==> config.mk <==
export PLATFORM = sky130hd
export DESIGN_NAME = dcr_core
export DESIGN_NICKNAME = d
export VERILOG_FILES = /design/src/hw/dcr_pkg.sv /design/src/hw/dcr_frame_if.sv /design/src/hw/dcr_shifter.sv /design/src/hw/dcr_core.sv
export VERILOG_INCLUDE_DIRS = /design/src /design/src/hw
export SDC_FILE = /design/constraint.sdc
export NUM_CORES = 1
export LEC_CHECK = 0
export BUFFER_PORTS_ARGS = -buffer_cell sky130_fd_sc_hd__buf_2
export CAP_MARGIN = 20
export CORE_AREA = 10 10 90 152
export CTS_BUF_LIST = sky130_fd_sc_hd__clkbuf_16
export DETAILED_ROUTE_END_ITERATION = 12
export DIE_AREA = 0 0 100 162
export GPL_TIMING_DRIVEN = 0
export HOLD_SLACK_MARGIN = 0.05
export PLACE_DENSITY = 0.63
export SETUP_SLACK_MARGIN = 0.15
export SLEW_MARGIN = 20
export SYNTH_ARGS = -nofsm -noshare
export SYNTH_HDL_FRONTEND = slang
export SYNTH_SLANG_ARGS = --single-unit
==> constraint.sdc <==
create_clock -name clk_sys_i -period 1.7 [get_ports clk_sys_i]
set_clock_uncertainty 0.2 [all_clocks]
set_input_delay 0.255 -clock clk_sys_i [delete_from_list [all_inputs] [get_ports clk_sys_i]]
set_output_delay 0.255 -clock clk_sys_i [all_outputs]
set_load 0.03 [all_outputs]
==> src/hw/dcr_params.svh <==
`ifndef DCR_PARAMS_SVH
`define DCR_PARAMS_SVH

// ----------------------------------------------------------------------------
// Frame layout
// ----------------------------------------------------------------------------
`define DCR_FRAME_BITS      24
`define DCR_ADDR_HI         19
`define DCR_ADDR_LO         16
`define DCR_FIXED_BIT       20
`define DCR_CMD_WR_CFG      4'h4
`define DCR_CMD_RD_CFG      4'hc
`define DCR_CLR_HI          10
`define DCR_CLR_LO          9
`define DCR_SPANEXT_BIT     8
`define DCR_TWOS_BIT        7
`define DCR_TSHUT_BIT       6
`define DCR_REFON_BIT       5
`define DCR_PWRUP_HI        4
`define DCR_PWRUP_LO        3
`define DCR_SPAN_HI         2
`define DCR_SPAN_LO         0
`define DCR_SHORT_BIT       12
`define DCR_BROWN_BIT       11
`define DCR_CFG_MASK        16'h07ff
`define DCR_CFG_RESET       16'h0000
`define DCR_SCLK_MAX_MHZ    50

`endif

==> src/hw/dcr_pkg.sv <==
package dcr_pkg;

    typedef enum logic [1:0]
    {
        DCR_SCALE_ZERO = 2'h0,
        DCR_SCALE_MID  = 2'h1,
        DCR_SCALE_FULL = 2'h3
    } dcr_scale_t;

    typedef enum logic [2:0]
    {
        DCR_SPAN_PM10   = 3'h0,
        DCR_SPAN_U10    = 3'h1,
        DCR_SPAN_PM5    = 3'h2,
        DCR_SPAN_U5     = 3'h3,
        DCR_SPAN_M25_75 = 3'h4,
        DCR_SPAN_PM3    = 3'h5,
        DCR_SPAN_U16    = 3'h6,
        DCR_SPAN_U20    = 3'h7
    } dcr_span_t;

    typedef enum logic [1:0]
    {
        DCR_ST_IDLE  = 2'b00,
        DCR_ST_SHIFT = 2'b01,
        DCR_ST_DONE  = 2'b11
    } dcr_state_t;

endpackage : dcr_pkg

==> src/hw/dcr_frame_if.sv <==
interface dcr_frame_if;
    logic        frame_valid;
    logic [23:0] frame_word;
    logic        frame_start;
    logic [23:0] resp_word;

    modport shifter (output frame_valid, output frame_word, output frame_start,
                     input resp_word);
    modport core    (input frame_valid, input frame_word, input frame_start,
                     output resp_word);
endinterface : dcr_frame_if

==> src/hw/dcr_shifter.sv <==
`include "dcr_params.svh"

module dcr_shifter
    import dcr_pkg::*;
(
    input  wire logic   clk_sys_i,
    input  wire logic   srst_i,
    input  wire logic   sclk_i,
    input  wire logic   sync_n_i,
    input  wire logic   serial_in_pin_i,
    output logic        serial_out_pin_o,
    output logic        serial_out_oe_o,
    dcr_frame_if.shifter fr
);
    // ------------------------------------------------------------------------
    // Pin synchronisers
    // ------------------------------------------------------------------------
    logic [1:0] sclk_s;
    logic [1:0] sync_s;
    logic [1:0] din_s;
    logic       sclk_d;
    logic       sync_d;

    always_ff @(posedge clk_sys_i)
    begin
        if (srst_i)
        begin
            sclk_s <= 2'h0;
            sync_s <= 2'h3;
            din_s  <= 2'h0;
            sclk_d <= 1'b0;
            sync_d <= 1'b1;
        end
        else
        begin
            sclk_s <= {sclk_s[0], sclk_i};
            sync_s <= {sync_s[0], sync_n_i};
            din_s  <= {din_s[0], serial_in_pin_i};
            sclk_d <= sclk_s[1];
            sync_d <= sync_s[1];
        end
    end

    logic rise;
    logic fall;
    logic f_start;
    logic f_end;
    assign rise    = sclk_s[1] & ~sclk_d;
    assign fall    = ~sclk_s[1] & sclk_d;
    assign f_start = ~sync_s[1] & sync_d;
    assign f_end   = sync_s[1] & ~sync_d;

    // ------------------------------------------------------------------------
    // Shift in on rising edge, out on falling edge, MSB first
    // ------------------------------------------------------------------------
    logic [23:0] sh_in;
    logic [23:0] sh_out;
    logic [4:0]  cnt;
    dcr_state_t  state;

    always_ff @(posedge clk_sys_i)
    begin
        if (srst_i)
        begin
            state          <= DCR_ST_IDLE;
            sh_in          <= 24'h0;
            cnt            <= 5'h0;
            fr.frame_valid <= 1'b0;
            fr.frame_word  <= 24'h0;
        end
        else
        begin
            fr.frame_valid <= 1'b0;
            case (state)
                DCR_ST_IDLE:
                begin
                    if (f_start)
                    begin
                        state <= DCR_ST_SHIFT;
                        cnt   <= 5'h0;
                    end
                end
                DCR_ST_SHIFT:
                begin
                    if (rise && !sync_s[1])
                    begin
                        sh_in <= {sh_in[22:0], din_s[1]};
                        cnt   <= cnt + 5'h1;
                    end
                    if (f_end)
                        state <= DCR_ST_DONE;
                end
                DCR_ST_DONE:
                begin
                    // Frames whose bit count is not 24 modulo 32 are dropped whole; the 5-bit cnt wraps
                    fr.frame_valid <= (cnt == 5'(`DCR_FRAME_BITS));
                    fr.frame_word  <= sh_in;
                    state          <= DCR_ST_IDLE;
                end
                default: state <= DCR_ST_IDLE;
            endcase
        end
    end

    assign fr.frame_start = f_start;

    always_ff @(posedge clk_sys_i)
    begin
        if (srst_i)
        begin
            sh_out           <= 24'h0;
            serial_out_pin_o <= 1'b0;
        end
        else if (f_start)
        begin
            sh_out           <= {fr.resp_word[22:0], 1'b0};
            serial_out_pin_o <= fr.resp_word[23];
        end
        else if (fall && !sync_s[1])
        begin
            sh_out           <= {sh_out[22:0], 1'b0};
            serial_out_pin_o <= sh_out[23];
        end
    end

    assign serial_out_oe_o = ~sync_s[1];

endmodule : dcr_shifter

==> src/hw/dcr_core.sv <==
// Operation
// - Write frame: code 0100, fields in low bits
// - Overrange bit extends span by five percent
// - Bipolar coding bit selects twos complement input
// - Twos complement equals binary with MSB inverted
// - Thermal bit powers down digital supply overtemp
// - Reference bit switches internal reference
// - Three-bit field picks one of eight spans
// - Readback request code 1100, data ignored
// - Response shifts out next frame, MSB first
// - Response echoes 1100, flags at 12, 11
// - Short flag sets on short, clears on write
// - Brownout flag sets on event, clears on write
// - 24-bit frames, MSB first, host clock
// - Output clamped until first configuration write
// - Alert low until first configuration write
`include "dcr_params.svh"

module dcr_core
    import dcr_pkg::*;
(
    input  wire logic   clk_sys_i,
    input  wire logic   srst_i,
    input  wire logic   sclk_i,
    input  wire logic   sync_n_i,
    input  wire logic   serial_in_pin_i,
    input  wire logic   short_det_i,
    input  wire logic   brownout_det_i,
    input  wire logic   overtemp_i,
    input  wire logic   [15:0] dac_code_i,
    output logic        serial_out_pin_o,
    output logic        serial_out_oe_o,
    output logic        alert_n_o,
    output logic        output_clamp_o,
    output logic        buffer_power_o,
    output logic        span_extend_en_o,
    output logic        bipolar_twos_comp_o,
    output logic        thermal_shutdown_en_o,
    output logic        digital_supply_off_o,
    output logic        internal_ref_on_o,
    output dcr_span_t   output_span_sel_o,
    output dcr_scale_t  clear_scale_o,
    output dcr_scale_t  powerup_scale_o,
    output logic        span_bipolar_o,
    output logic [15:0] dac_code_binary_o
);
    // ------------------------------------------------------------------------
    // Serial front end
    // ------------------------------------------------------------------------
    dcr_frame_if fr ();

    dcr_shifter u_shifter
    (
        .clk_sys_i        (clk_sys_i),
        .srst_i           (srst_i),
        .sclk_i           (sclk_i),
        .sync_n_i         (sync_n_i),
        .serial_in_pin_i  (serial_in_pin_i),
        .serial_out_pin_o (serial_out_pin_o),
        .serial_out_oe_o  (serial_out_oe_o),
        .fr               (fr.shifter)
    );

    function automatic dcr_scale_t decode_scale(input logic [1:0] sel);
        if (sel == 2'h0)
            return DCR_SCALE_ZERO;
        else if (sel == 2'h1)
            return DCR_SCALE_MID;
        else
            return DCR_SCALE_FULL;
    endfunction : decode_scale

    // ------------------------------------------------------------------------
    // Command decode
    // ------------------------------------------------------------------------
    logic [3:0] cmd;
    logic       fixed_ok;
    logic       wr_cfg;
    logic       rd_cfg;
    assign cmd      = fr.frame_word[`DCR_ADDR_HI:`DCR_ADDR_LO];
    assign fixed_ok = ~fr.frame_word[`DCR_FIXED_BIT];
    assign wr_cfg   = fr.frame_valid & fixed_ok & (cmd == `DCR_CMD_WR_CFG);
    assign rd_cfg   = fr.frame_valid & fixed_ok & (cmd == `DCR_CMD_RD_CFG);

    // ------------------------------------------------------------------------
    // Configuration and status register
    // ------------------------------------------------------------------------
    logic [15:0] output_config_status;
    logic        configured;
    logic        short_detect_flag;
    logic        brownout_flag;
    logic        rd_pending;

    always_ff @(posedge clk_sys_i)
    begin
        if (srst_i)
            output_config_status <= `DCR_CFG_RESET;
        else if (wr_cfg)
            output_config_status <= fr.frame_word[15:0] & `DCR_CFG_MASK;
    end

    // Set wins over the write that clears
    always_ff @(posedge clk_sys_i)
    begin
        if (srst_i)
        begin
            short_detect_flag <= 1'b0;
            brownout_flag     <= 1'b0;
        end
        else
        begin
            if (short_det_i)
                short_detect_flag <= 1'b1;
            else if (wr_cfg)
                short_detect_flag <= 1'b0;
            if (brownout_det_i)
                brownout_flag <= 1'b1;
            else if (wr_cfg)
                brownout_flag <= 1'b0;
        end
    end

    always_ff @(posedge clk_sys_i)
    begin
        if (srst_i)
            configured <= 1'b0;
        else if (wr_cfg)
            configured <= 1'b1;
    end

    // Request armed until the next frame starts
    always_ff @(posedge clk_sys_i)
    begin
        if (srst_i)
            rd_pending <= 1'b0;
        else if (rd_cfg)
            rd_pending <= 1'b1;
        else if (fr.frame_start)
            rd_pending <= 1'b0;
    end

    // Response is sampled at the next frame start
    always_comb
    begin
        fr.resp_word = 24'h0;
        if (rd_pending)
        begin
            fr.resp_word[`DCR_ADDR_HI:`DCR_ADDR_LO] = `DCR_CMD_RD_CFG;
            fr.resp_word[`DCR_SHORT_BIT] = short_detect_flag;
            fr.resp_word[`DCR_BROWN_BIT] = brownout_flag;
            fr.resp_word[10:0]         = output_config_status[10:0];
        end
    end

    // ------------------------------------------------------------------------
    // Field outputs
    // ------------------------------------------------------------------------
    logic over_temp_s0;
    logic over_temp_s1;

    always_ff @(posedge clk_sys_i)
    begin
        if (srst_i)
        begin
            over_temp_s0 <= 1'b0;
            over_temp_s1 <= 1'b0;
        end
        else
        begin
            over_temp_s0 <= overtemp_i;
            over_temp_s1 <= over_temp_s0;
        end
    end

    always_ff @(posedge clk_sys_i)
    begin
        if (srst_i)
        begin
            span_extend_en_o      <= 1'b0;
            bipolar_twos_comp_o   <= 1'b0;
            thermal_shutdown_en_o <= 1'b0;
            internal_ref_on_o     <= 1'b0;
            output_span_sel_o     <= DCR_SPAN_PM10;
            clear_scale_o         <= DCR_SCALE_ZERO;
            powerup_scale_o       <= DCR_SCALE_ZERO;
            digital_supply_off_o  <= 1'b0;
            alert_n_o             <= 1'b0;
            output_clamp_o        <= 1'b1;
            buffer_power_o        <= 1'b0;
        end
        else
        begin
            span_extend_en_o      <= output_config_status[`DCR_SPANEXT_BIT];
            bipolar_twos_comp_o   <= output_config_status[`DCR_TWOS_BIT];
            thermal_shutdown_en_o <= output_config_status[`DCR_TSHUT_BIT];
            internal_ref_on_o     <= output_config_status[`DCR_REFON_BIT];
            output_span_sel_o     <=
                dcr_span_t'(output_config_status[`DCR_SPAN_HI:`DCR_SPAN_LO]);
            clear_scale_o   <=
                decode_scale(output_config_status[`DCR_CLR_HI:`DCR_CLR_LO]);
            powerup_scale_o <=
                decode_scale(output_config_status[`DCR_PWRUP_HI:`DCR_PWRUP_LO]);
            // Latched: the device stays down once shut off
            if (over_temp_s1 && output_config_status[`DCR_TSHUT_BIT])
                digital_supply_off_o <= 1'b1;
            alert_n_o      <= configured & ~over_temp_s1;
            output_clamp_o <= ~configured;
            buffer_power_o <= configured;
        end
    end

    // ------------------------------------------------------------------------
    // Input code conversion
    // ------------------------------------------------------------------------
    logic is_bipolar;
    always_comb
    begin
        case (output_span_sel_o)
            DCR_SPAN_PM10, DCR_SPAN_PM5, DCR_SPAN_M25_75, DCR_SPAN_PM3: is_bipolar = 1'b1;
            default: is_bipolar = 1'b0;
        endcase
    end

    always_ff @(posedge clk_sys_i)
    begin
        if (srst_i)
        begin
            span_bipolar_o    <= 1'b0;
            dac_code_binary_o <= 16'h0;
        end
        else
        begin
            span_bipolar_o <= is_bipolar;
            if (is_bipolar && bipolar_twos_comp_o)
                dac_code_binary_o <= {~dac_code_i[15], dac_code_i[14:0]};
            else
                dac_code_binary_o <= dac_code_i;
        end
    end

    // ------------------------------------------------------------------------
    // Checks
    // ------------------------------------------------------------------------
    property p_wr_loads;
        @(posedge clk_sys_i) disable iff (srst_i)
        wr_cfg |=> (output_config_status == ($past(fr.frame_word[15:0]) & 16'h07ff));
    endproperty
    a_wr_loads: assert property (p_wr_loads) else $error("cfg not loaded");

    property p_ovr;
        @(posedge clk_sys_i) disable iff (srst_i)
        wr_cfg |-> ##2 span_extend_en_o == $past(fr.frame_word[8], 2);
    endproperty
    a_ovr: assert property (p_ovr) else $error("overrange mismatch");

    property p_twos;
        @(posedge clk_sys_i) disable iff (srst_i)
        (is_bipolar && bipolar_twos_comp_o) |=>
            dac_code_binary_o[15] != $past(dac_code_i[15]);
    endproperty
    a_twos: assert property (p_twos) else $error("twos complement wrong");

    property p_sc_clear;
        @(posedge clk_sys_i) disable iff (srst_i)
        (wr_cfg && !short_det_i) |=> !short_detect_flag;
    endproperty
    a_sc_clear: assert property (p_sc_clear) else $error("short flag kept");

    property p_bo_set;
        @(posedge clk_sys_i) disable iff (srst_i)
        brownout_det_i |=> brownout_flag;
    endproperty
    a_bo_set: assert property (p_bo_set) else $error("brownout not set");

    property p_clamp;
        @(posedge clk_sys_i) disable iff (srst_i)
        !configured |=> output_clamp_o && !buffer_power_o;
    endproperty
    a_clamp: assert property (p_clamp) else $error("clamp released early");

    property p_alert;
        @(posedge clk_sys_i) disable iff (srst_i)
        (wr_cfg && !over_temp_s1 && !overtemp_i && !over_temp_s0) |-> ##2 alert_n_o;
    endproperty
    a_alert: assert property (p_alert) else $error("alert not raised");

    property p_resp;
        @(posedge clk_sys_i) disable iff (srst_i)
        rd_cfg |=> fr.resp_word[19:16] == 4'hc && fr.resp_word[20] == 1'b0;
    endproperty
    a_resp: assert property (p_resp) else $error("response address wrong");

    property p_range;
        @(posedge clk_sys_i) disable iff (srst_i)
        wr_cfg |-> ##2 output_span_sel_o == dcr_span_t'($past(fr.frame_word[2:0], 2));
    endproperty
    a_range: assert property (p_range) else $error("range mismatch");

endmodule : dcr_core

==> flow_results.xml <==
<?xml version="1.0" encoding="UTF-8"?>
<metrics>
  <group name="run_status">
    <metric name="status" unit="">completed</metric>
  </group>
  <group name="routing">
    <metric name="antenna_violating_nets_post_route" unit="">0</metric>
    <metric name="post-route-drc-count" unit="">0</metric>
    <metric name="detail_route.vias_per_cell" unit="">4.93</metric>
    <metric name="via_count" unit="">3634</metric>
    <metric name="dr.pass1.iters" unit="">4</metric>
    <metric name="routedWlPerCell" unit="um">14.9</metric>
    <metric name="drt_iter0_drc" unit="">123</metric>
    <metric name="detail_route.wirelength" unit="mm">11.0</metric>
  </group>
  <group name="critical_path">
    <metric name="cp_max_fo" unit="">6</metric>
    <metric name="timing.setup.critical_path_class" unit="">flop to flop</metric>
    <metric name="max_stage_delay" unit="ns">0.33</metric>
    <metric name="critical_path.cell_chain" unit="">buf_2 &gt; buf_4 &gt; a211oi_4 &gt; o22ai_1 &gt; a21o_1</metric>
    <metric name="crit-reg2reg-capture" unit="">u_shifter.cnt[3]</metric>
    <metric name="setup.worst_path.start" unit="">u_shifter.sync_s[1]</metric>
    <metric name="worstPathArrival" unit="ns">1.70</metric>
    <metric name="crit_end" unit="">u_shifter.cnt[3]</metric>
    <metric name="timing.critical_path.required" unit="ns">1.81</metric>
    <metric name="reg2reg_slack" unit="ns">0.11</metric>
    <metric name="critPathCaptureType" unit="">flop</metric>
    <metric name="timing.critical_path.from_type" unit="">flop</metric>
    <metric name="cpMaxStageDelayCell" unit="">sky130_fd_sc_hd__dfxtp_2</metric>
    <metric name="ff2ff_path_depth" unit="">5</metric>
    <metric name="critical_path.reg2reg.startpoint" unit="">u_shifter.sync_s[1]</metric>
  </group>
  <group name="grt">
    <metric name="global_route_wire_length_before_repair" unit="mm">17.7</metric>
    <metric name="grt_util_all_layers" unit="">0.137</metric>
    <metric name="first_global_vias" unit="">3754</metric>
    <metric name="grt_max_degree" unit="">17</metric>
    <metric name="antenna_found_initial" unit="">0</metric>
    <metric name="globalRoute.totalOverflow" unit="">0</metric>
  </group>
  <group name="cells_and_area">
    <metric name="ant_cells" unit="">0</metric>
    <metric name="finalInstanceArea" unit="um^2">6290</metric>
    <metric name="instances_no_fill" unit="">737</metric>
    <metric name="fin_nets" unit="">618</metric>
    <metric name="fill_cell_instance_count_of_the_final_layout" unit="">931</metric>
    <metric name="post_route_cells_drive_above_1_share" unit="">0.347</metric>
    <metric name="final_common_cell" unit="">sky130_fd_sc_hd__dfxtp_1</metric>
    <metric name="layout-area-overhead-vs-synth" unit="%">44.2</metric>
    <metric name="commonest_cells_after_routing_fill_and_taps_aside" unit="">119 x sky130_fd_sc_hd__dfxtp_1, 76 x sky130_fd_sc_hd__nand2_1, 59 x sky130_fd_sc_hd__buf_2, 40 x sky130_fd_sc_hd__nor2_1, 32 x sky130_fd_sc_hd__nor2b_1</metric>
  </group>
  <group name="timing">
    <metric name="timing.max_slew.rel_slack" unit="">0.620</metric>
    <metric name="slew_violations" unit="">0</metric>
    <metric name="setup_slack" unit="ns">0.112</metric>
    <metric name="max_clock_freq" unit="GHz">0.630</metric>
    <metric name="rsz0062_at_grt" unit="">true</metric>
    <metric name="worstMarginPinSlew" unit="ns">0.570</metric>
    <metric name="timing.final.hold_violations" unit="">0</metric>
    <metric name="time_the_worst_path_needs_with_i_o_delays_and_setup" unit="ns">1.59</metric>
    <metric name="final-setup-viol-count" unit="">0</metric>
    <metric name="timing.final.crit_share" unit="">0.934</metric>
  </group>
  <group name="placed_design">
    <metric name="hpwl" unit="mm">7.27</metric>
    <metric name="number_of_cells_in_the_design_after_placement" unit="">669</metric>
    <metric name="placed_cell_area" unit="um^2">4810</metric>
    <metric name="post-place-ws" unit="ns">-0.250</metric>
    <metric name="portBuffers" unit="">57</metric>
    <metric name="place_congestion" unit="">0.812</metric>
  </group>
  <group name="logic_synthesis">
    <metric name="seq_area_frac_synth" unit="">0.578</metric>
    <metric name="syn_avg_cell_area" unit="um^2">9.08</metric>
    <metric name="synth.cell_area" unit="um^2">4360</metric>
    <metric name="yosys.cell_types.count" unit="">37</metric>
    <metric name="ys_async_sr_fraction" unit="">0</metric>
    <metric name="synthesis.instances" unit="">480</metric>
    <metric name="synth_ff_type" unit="">sky130_fd_sc_hd__dfxtp_1</metric>
    <metric name="synth_edf_count" unit="">0</metric>
    <metric name="yosys_warnings" unit="">0</metric>
    <metric name="synth_nets" unit="">506</metric>
    <metric name="synth.ff_latch_count" unit="">126</metric>
  </group>
  <group name="clock_network">
    <metric name="cts_num_sinks" unit="">126</metric>
    <metric name="tritoncts" unit="">yes</metric>
    <metric name="cts_bufs_inserted" unit="">17</metric>
    <metric name="worst_setup_hold_path_clk_slew" unit="ns">0.05</metric>
    <metric name="root_buffer" unit="">sky130_fd_sc_hd__clkbuf_16</metric>
    <metric name="clk_path_buf_depth" unit="">2</metric>
    <metric name="htree_levels" unit="">4</metric>
    <metric name="clk_latency" unit="ns">0.41</metric>
  </group>
  <group name="floorplan">
    <metric name="die_h" unit="um">162</metric>
    <metric name="core_region_area" unit="um^2">11000</metric>
    <metric name="num_io_pins" unit="">58</metric>
    <metric name="floorplan.initialDensity" unit="">0.395</metric>
    <metric name="die_w" unit="um">100</metric>
    <metric name="dieArea" unit="um^2">16200</metric>
    <metric name="cell_rows" unit="">51</metric>
  </group>
  <group name="worst_hold_path">
    <metric name="worstHoldPathType" unit="">primary input to flop</metric>
  </group>
  <group name="pwr">
    <metric name="cellPowerDensity" unit="nW/um^2">1130</metric>
    <metric name="power.ir.vdd_worst" unit="mV">0.891</metric>
    <metric name="power_switching_share" unit="">0.216</metric>
    <metric name="power_report.internal_total" unit="mW">5.60</metric>
    <metric name="p_leak" unit="nW">2.49</metric>
    <metric name="clkPwrFrac" unit="">0.528</metric>
    <metric name="comb_power_share" unit="">0.048</metric>
    <metric name="net-switching-power" unit="mW">1.54</metric>
    <metric name="portion_of_total_power_attributed_to_sequential_cells" unit="">0.425</metric>
  </group>
  <group name="flow_run">
    <metric name="cap_violations" unit="">0</metric>
  </group>
</metrics>
synth_stat cells (2+ instances only):
cell type	count	area [um^2]
sky130_fd_sc_hd__o22ai_1	4	25.0
sky130_fd_sc_hd__nand3_1	16	80.1
sky130_fd_sc_hd__buf_2	11	55.1
sky130_fd_sc_hd__a21oi_1	53	265
sky130_fd_sc_hd__or2_2	3	18.8
sky130_fd_sc_hd__nand3b_1	2	15.0
sky130_fd_sc_hd__dfxtp_1	126	2520
sky130_fd_sc_hd__a311oi_1	12	105
sky130_fd_sc_hd__nor3b_2	3	37.5
sky130_fd_sc_hd__nor2_1	42	158
sky130_fd_sc_hd__a21o_1	3	22.5
sky130_fd_sc_hd__mux2i_1	11	110
sky130_fd_sc_hd__buf_1	2	7.51
sky130_fd_sc_hd__nor2b_1	32	200
sky130_fd_sc_hd__ha_1	2	25.0
sky130_fd_sc_hd__and3_1	2	12.5
sky130_fd_sc_hd__inv_1	7	26.3
sky130_fd_sc_hd__nor3_1	3	15.0
sky130_fd_sc_hd__nand2b_1	8	50.1
sky130_fd_sc_hd__a211oi_1	3	22.5
sky130_fd_sc_hd__nand2_1	103	387
sky130_fd_sc_hd__clkbuf_1	17	63.8
through the flow:
step                power, mW  utilization  setup TNS [ns]  hold WS [ns]
global placement         3.34        0.436           -6.95         0.197
finish                   7.13        0.570               0         0.134
global route             7.34        0.570               0         0.177
detailed placement       3.35        0.436           -7.45         0.201
floorplan                3.26            -               0         0.159
CTS                      7.15        0.544               0         0.140
cells by family after synthesis:
logic type                 after synthesis  synth area share
buffers and inverters                   38            0.0376
DFF                                    126             0.578
adders and majority gates                2           0.00574
xor gates and xnor gates                 1           0.00201
and+or+nand+nor                        223             0.242
muxes                                   11            0.0253
AOI/OAI and AO/OA                       79             0.109
power by group through the flow:
stage / Clock, mW / Combinational, mW / Sequential (mW)
3_3_place_gp: 0 / 0.253 / 3.09
2_1_floorplan: 0 / 0.126 / 3.13
4_1_cts: 3.80 / 0.320 / 3.03
5_1_grt: 3.94 / 0.372 / 3.03
3_5_place_dp: 0 / 0.259 / 3.09
6_report: 3.76 / 0.341 / 3.03
routing by layer:
| layer | up-vias | track usage | wire, um |
|---|---|---|---|
| met5 | - | 0 | 0 |
| met4 | 0 | 0.0806 | 235 |
| met3 | 18 | 0.0391 | 342 |
| met2 | 57 | 0.263 | 6620 |
| met1 | 1740 | 0.120 | 3780 |
| li1 | 1819 | - | - |
state kept, by name (all words and copies together) (netlist names), 2 cells and up:
name                     cells
u_shifter.sync_s             2
u_shifter.cnt                5
powerup_scale_o              2
u_shifter.fr.frame_word     16
u_shifter.state              2
output_config_status        11
dac_code_binary_o           16
u_shifter.din_s              2
u_shifter.sh_in             21
output_span_sel_o            3
u_shifter.sh_out            23
u_shifter.sclk_s             2
clear_scale_o                2
worst min-delay path by stage:
| stage | from | endpoint | cells past startpoint |
|---|---|---|---|
| 2_1_floorplan | sync_n_i | u_shifter.sync_s[0] | 1 |
| 3_3_place_gp | u_shifter.sync_s[0] | u_shifter.sync_s[1] | 1 |
| 3_5_place_dp | u_shifter.sync_s[0] | u_shifter.sync_s[1] | 1 |
| 4_1_cts | srst_i | u_shifter.sync_d | 3 |
| 5_1_grt | srst_i | u_shifter.sync_d | 3 |
| 6_report | srst_i | u_shifter.sh_out[21] | 4 |
repair_timing:
| action | 4_1_cts | 5_1_grt |
|---|---|---|
| setup buffers | 6 | 4 |
| gates resized for setup | 82 | 76 |
| hold endpoints to repair | 22 | 0 |
| endpoints found under the setup margin | 63 | 78 |
| pin swaps | 44 | 29 |
| hold buffers | 22 | 0 |
| gates cloned | 3 | 1 |
critical path, delay by kind of cell (launching register included):
kind	cells	cell delay, ns
AOI/OAI and AO/OA	3	0.63
buffers and inverters	2	0.32
DFF	1	0.33
area by class of cell:
cell class	instances	area, um^2	share of cell area
repair buffers	93	643	0.102
well taps	132	165	0.0263
inverters	7	26.3	0.00418
clock inverters	15	195	0.0310
multi-input cells	316	2060	0.327
clock buffers	17	425	0.0676
flip-flops and latches	126	2540	0.404
plain buffers	31	238	0.0378
Note: power is estimated with default switching activity, not from simulation.
